<file path="config.mk">
export PLATFORM = sky130hd
export DESIGN_NAME = adcrp_top
export DESIGN_NICKNAME = d
export VERILOG_FILES = /design/src/hdl/adcrp_sync.v /design/src/hdl/adcrp_top.v
export VERILOG_INCLUDE_DIRS = /design/src /design/src/hdl
export SDC_FILE = /design/constraint.sdc
export NUM_CORES = 1
export LEC_CHECK = 0
export ABC_AREA = 0
export BUFFER_PORTS_ARGS = -buffer_cell sky130_fd_sc_hd__buf_2
export CORE_UTILIZATION = 55
export CTS_BUF_LIST = sky130_fd_sc_hd__clkbuf_4 sky130_fd_sc_hd__clkbuf_8
export CTS_CLUSTER_SIZE = 30
export DETAILED_ROUTE_END_ITERATION = 6
export PLACE_DENSITY_LB_ADDON = 0.15
export SYNTH_ARGS = -nofsm -noshare
export SYNTH_HDL_FRONTEND = slang
export SYNTH_SLANG_ARGS = --single-unit
</file>
<file path="constraint.sdc">
create_clock -name pclk -period 3.5 [get_ports pclk]
set_input_delay 0 -clock pclk [delete_from_list [all_inputs] [get_ports pclk]]
set_output_delay 0 -clock pclk [all_outputs]
set_load 0.05 [all_outputs]
</file>
<file path="src/hdl/adcrp_consts.vh">
// Constants for the converter readout port and power-down logic
// Behaviour
// - Word mode: bit 15 pin drives result MSB
// - Selector high: bit 15 pin picks serial/byte
// - Word mode: bit 14 pin drives bit 14
// - Byte mode: bit 14 pin sets byte order
// - Word mode: pins 13..9 drive bits 13..9
// - Word mode: bit 8 pin drives bit 8
// - Word mode: bit 7 pin drives bit 7
// - Word mode: low pins drive bits 6..0
// - Byte mode: bit 8 pin always undriven
// - Byte mode: bit 7 pin carries byte MSB
// - Byte mode: two reads per channel result
// - Serial: line A channels 1-4, B 5-8
// - Power-down low enters standby or shutdown
// - Standby: front end off, reference on
// - Shutdown: everything powered down
// - Select rise floats bus, fall starts frame
// - Serial clock is read strobe, falling edge
`ifndef ADCRP_CONSTS_VH
`define ADCRP_CONSTS_VH

// Register map
`define ADCRP_RES_BASE  8'h00
`define ADCRP_RES_END   8'h20
`define ADCRP_STATUS    8'h20
`define ADCRP_CTRL      8'h24

// Status fields
`define ADCRP_ST_MODE_LO  0
`define ADCRP_ST_FRAME    2
`define ADCRP_ST_CH_LO    3
`define ADCRP_ST_POWER_DOWN_N     6
`define ADCRP_ST_SHDN     7
`define ADCRP_ST_SETTLED  8
`define ADCRP_ST_RSTNEED  9

// Control fields
`define ADCRP_CTRL_CLRRST 0

// Readout modes
`define ADCRP_MODE_WORD   2'h0
`define ADCRP_MODE_BYTE   2'h1
`define ADCRP_MODE_SER    2'h2

// Reset values
`define ADCRP_RES_RST     16'h0000

// Timing
`define ADCRP_CLK_MHZ     125
`define ADCRP_POWER_DOWN_N_US     100
`define ADCRP_SHDN_MS     13
`define ADCRP_POWER_DOWN_N_CYC    (`ADCRP_POWER_DOWN_N_US * `ADCRP_CLK_MHZ)
`define ADCRP_SHDN_CYC    (`ADCRP_SHDN_MS * 1000 * `ADCRP_CLK_MHZ)
`define ADCRP_BITS_LAST   4'hF

`endif

</file>
<file path="src/hdl/adcrp_sync.v">
// Two-stage synchroniser for a bundle of pin inputs
`timescale 1ns/1ps
module adcrp_sync #(
  parameter         W    = 1,
  parameter [W-1:0] INIT = {W{1'b0}}
) (
  // Clock and reset
  input  wire         clk,
  input  wire         rst_n,
  // Data
  input  wire [W-1:0] d,
  output wire [W-1:0] q
);

reg [W-1:0] s1_q;
reg [W-1:0] s2_q;

always @(posedge clk or negedge rst_n) begin
  if (!rst_n) begin
    s1_q <= INIT;
    s2_q <= INIT;
  end else begin
    s1_q <= d;
    s2_q <= s1_q;
  end
end

assign q = s2_q;

endmodule // adcrp_sync

</file>
<file path="src/hdl/adcrp_top.v">
// Readout port pin logic, power-down control and APB register file
`timescale 1ns/1ps
`include "adcrp_consts.vh"
module adcrp_top #(
  parameter [23:0] POWER_DOWN_N_CYC = `ADCRP_POWER_DOWN_N_CYC,
  parameter [23:0] SHDN_CYC = `ADCRP_SHDN_CYC
) (
  // Clock and reset
  input  wire        pclk,
  input  wire        presetn,
  // APB slave
  input  wire        psel,
  input  wire        penable,
  input  wire        pwrite,
  input  wire [7:0]  paddr,
  input  wire [31:0] pwdata,
  output wire [31:0] prdata,
  output wire        pready,
  output wire        pslverr,
  // Host strobes
  input  wire        chip_select_n,
  input  wire        read_strobe_n,
  // Configuration pins
  input  wire        interface_selector,
  input  wire        power_down_n,
  input  wire        input_span_select,
  // Bit 15 pin
  input  wire        bit15_byte_select_i,
  output wire        bit15_byte_select_o,
  output wire        bit15_byte_select_oe,
  // Bit 14 pin
  input  wire        bit14_byte_order_i,
  output wire        bit14_byte_order_o,
  output wire        bit14_byte_order_oe,
  // Bits 13 to 9
  output wire [4:0]  data_bits_13_to_9_o,
  output wire        data_bits_13_to_9_oe,
  // Bit 8 pin
  output wire        bit8_serial_out_b_o,
  output wire        bit8_serial_out_b_oe,
  // Bit 7 pin
  output wire        bit7_serial_out_a_o,
  output wire        bit7_serial_out_a_oe,
  // Bits 6 to 0
  output wire [6:0]  data_bits_6_to_0_o,
  output wire        data_bits_6_to_0_oe,
  // Power domains
  output wire        front_end_on,
  output wire        reference_on
);

////////////////////////////////////////////////////////////////////////
// Pin synchronisation

wire [6:0] pin_s;
wire       cs_n_s;
wire       rd_n_s;
wire       sel_s;
wire       b15_s;
wire       b14_s;
wire       pd_n_s;
wire       span_s;

adcrp_sync #(
  .W    (7),
  .INIT (7'h07)
) u_sync (
  .clk   (pclk),
  .rst_n (presetn),
  .d     ({input_span_select, bit14_byte_order_i, bit15_byte_select_i,
           interface_selector, power_down_n, read_strobe_n, chip_select_n}),
  .q     (pin_s)
);

assign cs_n_s = pin_s[0];
assign rd_n_s = pin_s[1];
assign pd_n_s = pin_s[2];
assign sel_s  = pin_s[3];
assign b15_s  = pin_s[4];
assign b14_s  = pin_s[5];
assign span_s = pin_s[6];

////////////////////////////////////////////////////////////////////////
// Mode decode and edges

reg        cs_prev_q;
reg        rd_prev_q;
reg        pd_prev_q;
reg [1:0]  mode;

always @* begin
  if (!sel_s)
    mode = `ADCRP_MODE_WORD;
  else if (b15_s)
    mode = `ADCRP_MODE_BYTE;
  else
    mode = `ADCRP_MODE_SER;
end

wire cs_fall = cs_prev_q & ~cs_n_s;
wire cs_rise = ~cs_prev_q & cs_n_s;
wire rd_fall = rd_prev_q & ~rd_n_s;
wire rd_rise = ~rd_prev_q & rd_n_s;
wire pd_rise = ~pd_prev_q & pd_n_s;

always @(posedge pclk or negedge presetn) begin
  if (!presetn) begin
    cs_prev_q <= 1'b1;
    rd_prev_q <= 1'b1;
    pd_prev_q <= 1'b1;
  end else begin
    cs_prev_q <= cs_n_s;
    rd_prev_q <= rd_n_s;
    pd_prev_q <= pd_n_s;
  end
end

////////////////////////////////////////////////////////////////////////
// Conversion results

reg [15:0] result_q [0:7];
reg        frame_q;
reg [2:0]  ch_q;
reg        ph_q;
reg [3:0]  bit_q;
reg [15:0] sha_q;
reg [15:0] shb_q;
reg [15:0] out_q;
reg [15:0] oe_q;

wire [2:0]  idx     = cs_fall ? 3'h0 : ch_q;
wire        ph      = cs_fall ? 1'b0 : ph_q;
wire [15:0] word    = result_q[idx];
wire        hi_byte = b14_s ? ~ph : ph;
wire [1:0]  ch_nx   = ch_q[1:0] + 2'h1;
wire        ser_end = (ch_q[1:0] == 2'h3);
wire        bit_end = (bit_q == `ADCRP_BITS_LAST);

wire [15:0] nxt_a = bit_end ? (ser_end ? 16'h0000 : result_q[{1'b0, ch_nx}])
                            : {sha_q[14:0], 1'b0};
wire [15:0] nxt_b = bit_end ? (ser_end ? 16'h0000 : result_q[{1'b1, ch_nx}])
                            : {shb_q[14:0], 1'b0};

////////////////////////////////////////////////////////////////////////
// Readout sequencing

always @(posedge pclk or negedge presetn) begin
  if (!presetn) begin
    frame_q <= 1'b0;
    ch_q    <= 3'h0;
    ph_q    <= 1'b0;
    bit_q   <= 4'h0;
    sha_q   <= 16'h0000;
    shb_q   <= 16'h0000;
    out_q   <= 16'h0000;
    oe_q    <= 16'h0000;
  end else begin
    if (cs_fall) begin
      frame_q <= 1'b1;
      ch_q    <= 3'h0;
      ph_q    <= 1'b0;
      bit_q   <= 4'h0;
      if (mode == `ADCRP_MODE_SER) begin
        sha_q     <= result_q[0];
        shb_q     <= result_q[4];
        out_q[7]  <= result_q[0][15];
        out_q[8]  <= result_q[4][15];
        oe_q      <= 16'h0180;
      end
    end
    if (!cs_n_s && rd_fall) begin
      case (mode)
        `ADCRP_MODE_WORD: begin
          out_q <= word;
          oe_q  <= 16'hFFFF;
        end
        `ADCRP_MODE_BYTE: begin
          out_q[7:0] <= hi_byte ? word[15:8] : word[7:0];
          oe_q       <= 16'h00FF;
        end
        `ADCRP_MODE_SER: begin
          if (!cs_fall) begin
            sha_q    <= nxt_a;
            shb_q    <= nxt_b;
            out_q[7] <= nxt_a[15];
            out_q[8] <= nxt_b[15];
            bit_q    <= bit_q + 4'h1;
            if (bit_end && !ser_end)
              ch_q <= ch_q + 3'h1;
          end
        end
        default: begin
          oe_q <= 16'h0000;
        end
      endcase
    end
    if (!cs_n_s && rd_rise && mode != `ADCRP_MODE_SER) begin
      oe_q <= 16'h0000;
      if (mode == `ADCRP_MODE_BYTE) begin
        ph_q <= ~ph_q;
        if (ph_q)
          ch_q <= ch_q + 3'h1;
      end else begin
        ch_q <= ch_q + 3'h1;
      end
    end
    if (cs_rise) begin
      frame_q <= 1'b0;
      oe_q    <= 16'h0000;
    end
  end
end

assign bit15_byte_select_o  = out_q[15];
assign bit15_byte_select_oe = oe_q[15];
assign bit14_byte_order_o   = out_q[14];
assign bit14_byte_order_oe  = oe_q[14];
assign data_bits_13_to_9_o  = out_q[13:9];
assign data_bits_13_to_9_oe = oe_q[13];
assign bit8_serial_out_b_o  = out_q[8];
assign bit8_serial_out_b_oe = oe_q[8];
assign bit7_serial_out_a_o  = out_q[7];
assign bit7_serial_out_a_oe = oe_q[7];
assign data_bits_6_to_0_o   = out_q[6:0];
assign data_bits_6_to_0_oe  = oe_q[6];

////////////////////////////////////////////////////////////////////////
// Power-down control

reg        fe_on_q;
reg        ref_on_q;
reg        power_down_n_q;
reg        shdn_q;
reg        was_shdn_q;
reg [23:0] settle_q;
reg        settled_q;
reg        rst_need_q;
wire       clr_rst;

always @(posedge pclk or negedge presetn) begin
  if (!presetn) begin
    fe_on_q    <= 1'b1;
    ref_on_q   <= 1'b1;
    power_down_n_q     <= 1'b0;
    shdn_q     <= 1'b0;
    was_shdn_q <= 1'b0;
    settle_q   <= 24'h000000;
    settled_q  <= 1'b1;
    rst_need_q <= 1'b0;
  end else begin
    if (!pd_n_s) begin
      fe_on_q    <= 1'b0;
      ref_on_q   <= span_s;
      power_down_n_q     <= span_s;
      shdn_q     <= ~span_s;
      was_shdn_q <= ~span_s;
      settled_q  <= 1'b0;
      settle_q   <= 24'h000000;
    end else if (pd_rise) begin
      fe_on_q  <= 1'b1;
      ref_on_q <= 1'b1;
      power_down_n_q   <= 1'b0;
      shdn_q   <= 1'b0;
      settle_q <= was_shdn_q ? SHDN_CYC : POWER_DOWN_N_CYC;
    end else if (settle_q != 24'h000000) begin
      settle_q <= settle_q - 24'h000001;
      if (settle_q == 24'h000001)
        settled_q <= 1'b1;
    end
    if (pd_rise && was_shdn_q)
      rst_need_q <= 1'b1;
    else if (clr_rst)
      rst_need_q <= 1'b0;
  end
end

assign front_end_on = fe_on_q;
assign reference_on = ref_on_q;

////////////////////////////////////////////////////////////////////////
// APB register file

reg        pready_q;
reg        pslverr_q;
reg [31:0] prdata_q;
reg [31:0] rd_val;
reg        hit;

wire setup  = psel & ~penable;
wire access = psel & penable & pready_q;
wire is_res = (paddr < `ADCRP_RES_END);
wire wr_ok  = access & pwrite & hit;

assign clr_rst = wr_ok & (paddr == `ADCRP_CTRL) & pwdata[`ADCRP_CTRL_CLRRST];

always @* begin
  rd_val = 32'h00000000;
  hit    = (paddr[1:0] == 2'h0);
  if (is_res)
    rd_val = {16'h0000, result_q[paddr[4:2]]};
  else if (paddr == `ADCRP_STATUS) begin
    rd_val[`ADCRP_ST_MODE_LO+1:`ADCRP_ST_MODE_LO] = mode;
    rd_val[`ADCRP_ST_FRAME]                   = frame_q;
    rd_val[`ADCRP_ST_CH_LO+2:`ADCRP_ST_CH_LO]   = ch_q;
    rd_val[`ADCRP_ST_POWER_DOWN_N]                    = power_down_n_q;
    rd_val[`ADCRP_ST_SHDN]                    = shdn_q;
    rd_val[`ADCRP_ST_SETTLED]                 = settled_q;
    rd_val[`ADCRP_ST_RSTNEED]                 = rst_need_q;
  end else if (paddr != `ADCRP_CTRL)
    hit = 1'b0;
end

always @(posedge pclk or negedge presetn) begin : apb_p
  integer i;
  if (!presetn) begin
    pready_q  <= 1'b0;
    pslverr_q <= 1'b0;
    prdata_q  <= 32'h00000000;
    for (i = 0; i < 8; i = i + 1)
      result_q[i] <= `ADCRP_RES_RST;
  end else begin
    pready_q  <= setup;
    pslverr_q <= setup & ~hit;
    prdata_q  <= (setup & ~pwrite & hit) ? rd_val : 32'h00000000;
    if (wr_ok && is_res)
      result_q[paddr[4:2]] <= pwdata[15:0];
  end
end

assign pready  = pready_q;
assign pslverr = pslverr_q;
assign prdata  = prdata_q;

endmodule // adcrp_top

</file>
==> impl_metrics.json, run 1 <==
{
  "status": "finished clean",
  "dr_total_vias": 10362,
  "cts.sinks": 255,
  "ff_latch_area_mm2": 0.00640,
  "post_cts_buffers": 0,
  "dp_cells": 1522,
  "dieWidth_um": 159,
  "fin_hold_ws_ns": 0.0341,
  "hpwlAfterDp_um": 24000,
  "rsz0062_at_grt": "no",
  "power.density_mw_per_mm2": 454,
  "rows": 57,
  "worstPathMaxFanout": 15,
  "wl_um": 37400,
  "rr_startpoint": "u_sync.q[0]",
  "htree_levels": 2,
  "critical_path_class": "reg2reg",
  "routabilityCongestion": 0.937,
  "cap_violations": 0,
  "reg2reg_slack_ns": 0.63,
  "fin_skew_ns": 0.0214,
  "min_period_ns": 2.87,
  "die-area_mm2": 0.0254,
  "peakVddDrop_v": 0.000324,
  "fin_nets": 1335,
  "drc": 0,
  "fin_crit_sh_pct": 81.9,
  "synth_top_area_share_pct": 44.7,
  "crit_required_ns": 3.90,
  "hold_viol": 0,
  "setup-tns-final_ns": 0,
  "relSlewSlack_pct": 24.2,
  "numPortBuffers": 77,
  "synth_cells": 1157,
  "antenna_found_initial": 1,
  "globalRouteTotalUtil_pct": 30.5,
  "final_layout_size_suffix_gt1_share_pct": 33.6,
  "synth-async-reset-ratio_pct": 100,
  "fp.coreArea_mm2": 0.0243,
  "critPathLaunchType": "register",
  "end_kind": "register",
  "start_util_pct": 56.0,
  "ys_top_cells_by_count": "dfrtp_1, nand2_1, mux2_2",
  "die_h_um": 159,
  "critical_path_arrival_ns": 3.27,
  "synth.area.top_cells": "dfrtp_1, mux4_2, mux2_2",
  "root_buffer": "clkbuf_8",
  "clk_path_buf_depth": 3,
  "ys_seq_elements": 255,
  "yosysSeqAreaShare_pct": 47.0,
  "finalSetupViolCount": 0,
  "ys.flop_type": "dfrtp_1",
  "syn_area_mm2": 0.0136,
  "synth_top_area_cell": "dfrtp_1",
  "clk_latency_ns": 0.56,
  "synthDistinctLibCells": 66,
  "ios": 110,
  "slew_viol_final": 0,
  "synth-edff-count": 0,
  "cts_buffers": 44,
  "grt_pass1_vias": 10489,
  "worst_r2r_endpoint": "out_q[7]",
  "cp-endpoint": "out_q[7]",
  "cp-startpoint": "u_sync.q[0]",
  "synth.avg_cell_area_um2": 11.8,
  "ys_warn_count": 0,
  "final_area_mm2": 0.0157,
  "post_drt_wl_per_cell_um": 22.9,
  "path_clk_slew_ns": 0.06,
  "synth_most_common_cell": "dfrtp_1",
  "num-fill-cells": 1882,
  "final_cells": 1632,
  "maxClockFrequency_mhz": 349,
  "grt_pass1_wl_um": 59900,
  "final_core_util_pct": 64.7,
  "drtPass1Iterations": 7,
  "grt.overflow.total": 0,
  "ant_nets": 0,
  "multi_input_area_mm2": 0.00675,
  "grt_max_degree": 96,
  "reg2reg_depth": 9,
  "syn_to_final_growth_pct": 15.5,
  "worst_pin_slew_ns": 1.14,
  "cts_tree": "yes",
  "drt_iter0_markers": 1071,
  "holdCritPathClass": "in2async",
  "placed_cell_area_mm2": 0.0144,
  "p_leak_uw": 0.00714,
  "via_per_inst": 6.35
}
[worst min-delay path by stage]
stage	from	depth (start not counted)	to	slack [ns]
floorplan	presetn	0	bit_q[0]	-0.30
global placement	presetn	1	settle_q[0]	0.07
detailed placement	presetn	1	settle_q[0]	0.07
CTS	psel	5	prdata[5]	0.04
global route	psel	5	prdata[5]	0.07
finish	presetn	2	settle_q[1]	0.03
[state kept, by name, indices dropped and copies added, names as in the netlist, 3 cells and up]
name and cells:
ch_q 3, u_sync.q 7, bit_q 4, prdata 16, shb_q 15, settle_q 24
sha_q 15, result_q 128, oe_q 6, out_q 16, u_sync.s1_q 7
[cell families after synthesis]
kind of cell / synth area share (%)
AOI/OAI and AO/OA: 10.4
xor gates and xnor gates: 0.515
adders and majority gates: 0.643
buffers and inverters: 3.89
DFF: 47.0
muxes: 26.5
other: 0.0275
and+or+nand+nor: 11.0
[worst max-delay path: stages (launching register included)]
cell	delay, ns
dfstp_2	0.57
inv_1	0.05
ha_1	0.47
buf_4	0.29
or2_2	0.29
mux4_2	0.46
a32oi_1	0.18
buf_4	0.16
o22a_1	0.13
o221ai_1	0.11
[report_power, final]
| part | internal, uW | leakage (uW) | total [uW] | switching [uW] |
|---|---|---|---|---|
| Clock | 1710 | 0.000514 | 2930 | 1220 |
| Combinational | 345 | 0.00319 | 1000 | 655 |
| Sequential | 3090 | 0.00343 | 3210 | 117 |
[layout by cell type, fill, tap and decap left out, types with 6 or more instances in the layout]
master,Yosys,layout
ha_1,7,6
buf_4,16,47
dfstp_2,12,12
nand4_1,7,7
nor3b_1,6,6
mux4_2,73,73
nand2_1,116,116
a21oi_1,61,61
dlygate4sd3_1,0,32
nor4_1,11,11
o31ai_1,8,8
or2_2,6,6
a31oi_1,39,39
o21ai_0,23,23
o221ai_1,6,6
nor2b_1,14,14
or3_1,11,10
mux2_2,109,109
nor3_1,12,12
nor2_1,77,75
clkbuf_8,0,59
buf_2,9,76
a221oi_1,30,30
or4_1,6,6
dfrtp_1,243,242
clkbuf_4,0,13
nand2b_1,11,11
mux2i_1,42,42
conb_1,1,16
mux2_4,20,20
inv_1,10,10
nand3_1,15,15
[area by class of cell]
class / instances / area share, %
Antenna cell: 1 / 0.0159
Clock buffer: 72 / 5.78
Clock inverter: 5 / 0.318
Inverter: 10 / 0.239
Multi-Input combinational cell: 804 / 43.0
Sequential cell: 255 / 40.7
Tap cell: 324 / 2.58
Timing Repair Buffer: 161 / 7.43
[per-stage QoR]
stage | setup slack, ns | power, uW
2_1_floorplan | 0.932 | 3890
3_3_place_gp | 0.741 | 4210
3_5_place_dp | 0.693 | 4230
4_1_cts | 0.662 | 7190
5_1_grt | 0.559 | 7400
6_report | 0.634 | 7140
[per-layer routing]
layer	part of all wire, %	track usage, %	routed length [um]	vias to the layer above
li1	-	-	-	4553
met1	42	41.1	15600	5269
met2	48	49.7	17800	449
met3	7.0	5.24	2630	91
met4	3.5	12.1	1310	0
met5	0	0	0	-
[timing repair]
action                     in CTS  in global routing
hold endpoints to repair      238                  0
hold buffers                   32                  0
setup endpoints to repair       0                  0
resized for setup               0                  0
Note: power is estimated with default switching activity, not from simulation.
==> run 2: changes to the inputs <==
- ABC_AREA: 0 -> 1
- clock period: 3.5 -> 2.39 ns (I/O delays scaled with it)
==> run 2 against run 1 <==
The run now ends with hold timing left. Critical path depth unchanged. Sequential power is 46% higher. Total power up 47%. Critical endpoint is now sha_q[6]. Largest cell class unchanged. Largest power group unchanged.
==> impl_metrics.json, run 2 <==
{
  "status": "complete, but fails checks",
  "violations": "hold timing",
  "die-area_mm2": 0.0264,
  "start_util_pct": 56.2,
  "ys_warn_count": 0,
  "path_clk_slew_ns": 0.06,
  "hold_viol": 6,
  "numPortBuffers": 77,
  "largest_register_ffs": 128,
  "routabilityCongestion": 0.949,
  "ys.flop_type": "dfrtp_1",
  "dr_total_vias": 13729,
  "cap_violations": 0,
  "grt_pass1_wl_um": 73300,
  "final_cell_mix": "nand2_1, dfrtp_1, a21oi_1, o21ai_0, nor2_1",
  "globalRouteTotalUtil_pct": 36.2,
  "synthDistinctLibCells": 42,
  "fin_nets": 2022,
  "reg_top3": "result_q (128), settle_q (24)",
  "finalSetupViolCount": 0,
  "critical_path_class": "reg2reg",
  "final_common_cell": "nand2_1",
  "final_area_mm2": 0.0161,
  "drt_iter0_markers": 1506,
  "cpPeakStageDelay_ns": 0.54,
  "hpwlAfterDp_um": 30100,
  "clk_path_buf_depth": 3,
  "critical_path.cell_chain": "inv_1, ha_1, inv_4, nor2_2, inv_2, buf_12, nor2_1, a211oi_1, a21oi_1",
  "antenna_found_initial": 3,
  "rsz0062_at_grt": "no",
  "antennaDiodeCount": 0,
  "wl_um": 46500,
  "grt_pass1_vias": 13278,
  "worst_r2r_endpoint": "sha_q[6]",
  "cp-startpoint": "u_sync.q[0]",
  "top_register": "result_q",
  "rr_startpoint": "u_sync.q[0]",
  "fin_hold_ws_ns": -0.0134,
  "critPathLaunchType": "register",
  "slew_viol_final": 0,
  "reg2reg_depth": 9,
  "drtPass1Iterations": 6,
  "synth_most_common_cell": "nand2_1",
  "final_layout_size_suffix_gt1_share_pct": 13.7,
  "yosysSeqAreaShare_pct": 45.1,
  "cp-endpoint": "sha_q[6]",
  "worst_pin_slew_ns": 0.656,
  "worstPathMaxFanout": 21,
  "placed_cell_area_mm2": 0.0150,
  "relSlewSlack_pct": 56.3,
  "syn_to_final_growth_pct": 13.5,
  "synth_cells": 1864,
  "synth-async-reset-ratio_pct": 100,
  "synth_top_area_cell": "dfrtp_1",
  "crit_required_ns": 2.81,
  "rows": 58,
  "maxClockFrequency_mhz": 446,
  "num-fill-cells": 2274,
  "synth-edff-count": 0,
  "setup-tns-final_ns": 0,
  "ios": 110,
  "htree_levels": 2,
  "critical_path_arrival_ns": 2.66,
  "cts_buffers": 45,
  "grt.overflow.total": 0,
  "cts.sinks": 255,
  "ys_seq_elements": 255,
  "peakVddDrop_v": 0.000511,
  "fp.coreArea_mm2": 0.0253,
  "dieWidth_um": 163,
  "reg2reg_slack_ns": 0.15,
  "ant_nets": 0,
  "p_leak_uw": 0.00751,
  "root_buffer": "clkbuf_8",
  "min_period_ns": 2.24,
  "fin_crit_sh_pct": 93.8,
  "power.density_mw_per_mm2": 653,
  "clk_latency_ns": 0.56,
  "synth_top_area_share_pct": 42.9,
  "die_h_um": 163,
  "holdCritPathClass": "in2async",
  "cts_tree": "yes",
  "synth.area.top_cells": "dfrtp_1, nand2_1, a21oi_1",
  "end_kind": "register",
  "syn_area_mm2": 0.0142,
  "cpMaxStageDelayCell": "dfstp_2",
  "grt_max_degree": 99,
  "p_total_uw": 10500,
  "fin_skew_ns": 0.0266,
  "ys_top_cells_by_count": "nand2_1, dfrtp_1, a21oi_1",
  "post_drt_wl_per_cell_um": 20.0,
  "drc": 0,
  "synth.avg_cell_area_um2": 7.61,
  "via_per_inst": 5.92
}
## run 2: cell count changes after synthesis, moves of 103 or more
cell and change:
mux2_2 -109, o21ai_0 +134, inv_1 +135, o21ai_1 +106
a21oi_1 +103, nand2_1 +343
## run 2: how the worst min path moves through the flow
stage	from	endpoint	slack, ns	depth (start not counted)
2_1_floorplan	presetn	bit_q[0]	-0.30	0
3_3_place_gp	presetn	settle_q[10]	-0.004	1
3_5_place_dp	presetn	settle_q[17]	-0.003	1
4_1_cts	presetn	settle_q[6]	0.02	2
5_1_grt	presetn	settle_q[17]	0.04	2
6_report	presetn	settle_q[18]	-0.01	2
## run 2: power breakdown
part | switching [uW] | total (uW) | internal [uW]
sequential | 168 | 4700 | 4530
clock | 1790 | 3970 | 2180
combinational | 1310 | 1850 | 545
## run 2: metrics by stage
| step | setup slack [ns] | hold slack, ns | cells | utilization (%) |
|---|---|---|---|---|
| finish | 0.149 | -0.0134 | 2319 | 63.8 |
| global route | 0.0622 | 0.0374 | 2319 | 63.8 |
| CTS | 0.114 | 0.0184 | 2319 | 63.8 |
| detailed placement | 0.154 | -0.00282 | 2218 | 59.2 |
| global placement | 0.202 | -0.00413 | 2218 | 59.2 |
| floorplan | 0.476 | -0.296 | 1879 | - |
## run 2: cell families after synthesis
group / synth area share [%]
buffers and inverters: 9.50
adder cells (fa/ha/maj): 0.617
AND/OR/NAND/NOR: 22.6
AO/OA/AOI/OAI: 21.9
flip-flops: 45.1
other: 0.0264
XOR/XNOR: 0.247
## run 2: final cells by class
class	count	area [um2]	area share, %
clock buffer	65	820	5.09
clock inverter	8	45.0	0.280
inverter	152	578	3.59
multi-input combinational	1343	6510	40.4
sequential	255	6400	39.7
tap	330	413	2.56
timing repair buffer	166	1350	8.36
## run 2: routing by layer
| layer | up-vias | global-route usage (%) | routed length (um) |
|---|---|---|---|
| met5 | - | 0 | 22 |
| met4 | 4 | 16.7 | 2060 |
| met3 | 151 | 7.13 | 4530 |
| met2 | 728 | 56.6 | 20700 |
| met1 | 6446 | 48.5 | 19200 |
| li1 | 6400 | - | - |
## run 2: timing repair
action	CTS	global route
endpoints found under the setup margin	0	8
setup buffers	0	0
hold buffers	28	0
hold endpoints to repair	383	0
resized for setup	0	2
## run 2: worst max-delay path, delay by kind of cell (launching register included)
family | cells | cell delay [ns]
flops | 1 | 0.54
fa+ha+maj | 1 | 0.30
compound gates | 2 | 0.33
simple gates | 2 | 0.12
buf+inv | 4 | 0.79
==> run 3: changes to the inputs <==
- CELL_PAD_IN_SITES_DETAIL_PLACEMENT: not set -> 1
- CELL_PAD_IN_SITES_GLOBAL_PLACEMENT: not set -> 2
- CORE_UTILIZATION: 55 -> 33
==> run 3 against run 2 <==
Non-clock buffer count rose by 23. Sequential power barely moved. Combinational power rose by 7%. Utilization fell by 24 points. Design area rose by 4.5%. First-iteration DRC count fell by 29%. The flow now finishes without violations. Wire length rose by 24%. Largest power group is now clock. Die area rose by 66%. Highest routed layer is now met4.
==> impl_metrics.json, run 3 (synthesized netlist as in run 2, its figures left out) <==
{
  "drc": 0,
  "fp.coreArea_mm2": 0.0421,
  "fin_nets": 2048,
  "cap_violations": 0,
  "placed_cell_area_mm2": 0.0153,
  "ios": 110,
  "antenna_found_initial": 0,
  "reg_top3": "result_q (128), settle_q (24)",
  "post_cts_buffers": 0,
  "path_clk_slew_ns": 0.06,
  "fin_skew_ns": 0.0249,
  "min_period_ns": 2.33,
  "grt_pass1_vias": 13958,
  "maxClockFrequency_mhz": 429,
  "dieWidth_um": 209,
  "peakVddDrop_v": 0.000379,
  "dr_total_vias": 13694,
  "syn_to_final_growth_pct": 18.6,
  "ant_nets": 0,
  "wl_met1_um": 26900,
  "globalRouteTotalUtil_pct": 26.7,
  "critical_path_arrival_ns": 2.82,
  "fin_crit_sh_pct": 97.6,
  "grt.overflow.total": 0,
  "final_cells": 2564,
  "die_h_um": 209,
  "htree_levels": 2,
  "grt_max_degree": 63,
  "slew_viol_final": 0,
  "worst_slack_ns": 0.0574,
  "top_layer_used": "met4",
  "holdCritPathClass": "in2reg",
  "critPathLaunchType": "input pin",
  "top_register": "result_q",
  "cts.sinks": 255,
  "final_cell_mix": "nand2_1, dfrtp_1, a21oi_1, o21ai_0, nor2_1",
  "hpwlAfterDp_um": 38200,
  "clk_latency_ns": 0.63,
  "relSlewSlack_pct": 50.1,
  "via_per_inst": 5.34,
  "rsz0062_at_grt": "no",
  "drtPass1Iterations": 5,
  "rows": 75,
  "final_common_cell": "nand2_1",
  "power.density_mw_per_mm2": 681,
  "drt_iter0_markers": 1076,
  "status": "finished clean",
  "hold_viol": 0,
  "final_area_mm2": 0.0168,
  "hp-start": "paddr[4]",
  "preCtsSetupSlack_ns": 0.103,
  "worst_pin_slew_ns": 0.745,
  "routabilityCongestion": 0.845,
  "finalSetupViolCount": 0,
  "final_layout_size_suffix_gt1_share_pct": 14.8,
  "numPortBuffers": 77,
  "root_buffer": "clkbuf_8",
  "crit_required_ns": 2.87,
  "setup-tns-final_ns": 0,
  "cp-startpoint": "paddr[5]",
  "rr_startpoint": "u_sync.q[0]",
  "wl_um": 57500,
  "post_drt_wl_per_cell_um": 22.4,
  "met3_wirelength_um": 2910,
  "start_util_pct": 33.7,
  "clk_path_buf_depth": 3,
  "antennaDiodeCount": 0,
  "cts_tree": "yes",
  "cts_buffers": 48,
  "grt_pass1_wl_um": 88500,
  "dp_cells": 2438,
  "largest_register_ffs": 128,
  "p_leak_uw": 0.00774,
  "wl_met2_um": 26300,
  "critical_path_class": "in2reg",
  "fin_hold_ws_ns": 0.112,
  "end_kind": "register",
  "die-area_mm2": 0.0438,
  "worstPathMaxFanout": 3
}
[run 3: power by group]
| part | total (uW) | internal [uW] | switching, uW |
|---|---|---|---|
| combinational | 1980 | 580 | 1400 |
| clock | 4800 | 2830 | 1970 |
| sequential | 4690 | 4530 | 157 |
| total | 11500 | 7940 | 3530 |
[run 3: layout make-up]
cell class	count	area, um2
clock buffer	80	957
clock inverter	6	110
fill	5161	25300
inverter	152	572
multi-input combinational	1343	6520
sequential	255	6400
tap	539	674
timing repair buffer	189	1600
[run 3: critical path, stage by stage]
cell and delay, ns:
dlygate4sd3_1 0.54, buf_2 0.16, a21oi_4 0.17, dlygate4sd3_1 0.63
nand2_4 0.09, dlygate4sd3_1 0.59, nor4_1 0.48, o21ai_0 0.16
[run 3: final timing paths]
kind                            endpoint  cells after the start  slack (ns)
min                            prdata[1]                      5        0.11
min in group asynchronous   reference_on                      3        0.57
max reg2reg                     out_q[4]                     11        0.16
max in group asynchronous  result_q[109]                      4        1.42
min reg2reg                  u_sync.q[5]                      0        0.35
max                           rst_need_q                      8        0.06
[run 3: stage by stage]
step / total power, uW / utilization, %
global route: 12000 / 39.9
finish: 11500 / 39.9
global placement: 6650 / 36.4
CTS: 11600 / 39.9
detailed placement: 6680 / 36.4
floorplan: 5930 / -
[run 3: per-layer routing]
layer  global-route usage (%)  up-vias
met5                        0        -
met1                     37.5     6806
met3                     3.80       79
met4                     8.16        0
met2                     42.4      342
li1                         -     6467
[run 3: timing repair]
action / in CTS / in global routing
resized for setup: 0 / 1
hold buffers: 40 / 0
endpoints found under the hold margin: 391 / 0
setup endpoints to repair: 0 / 9
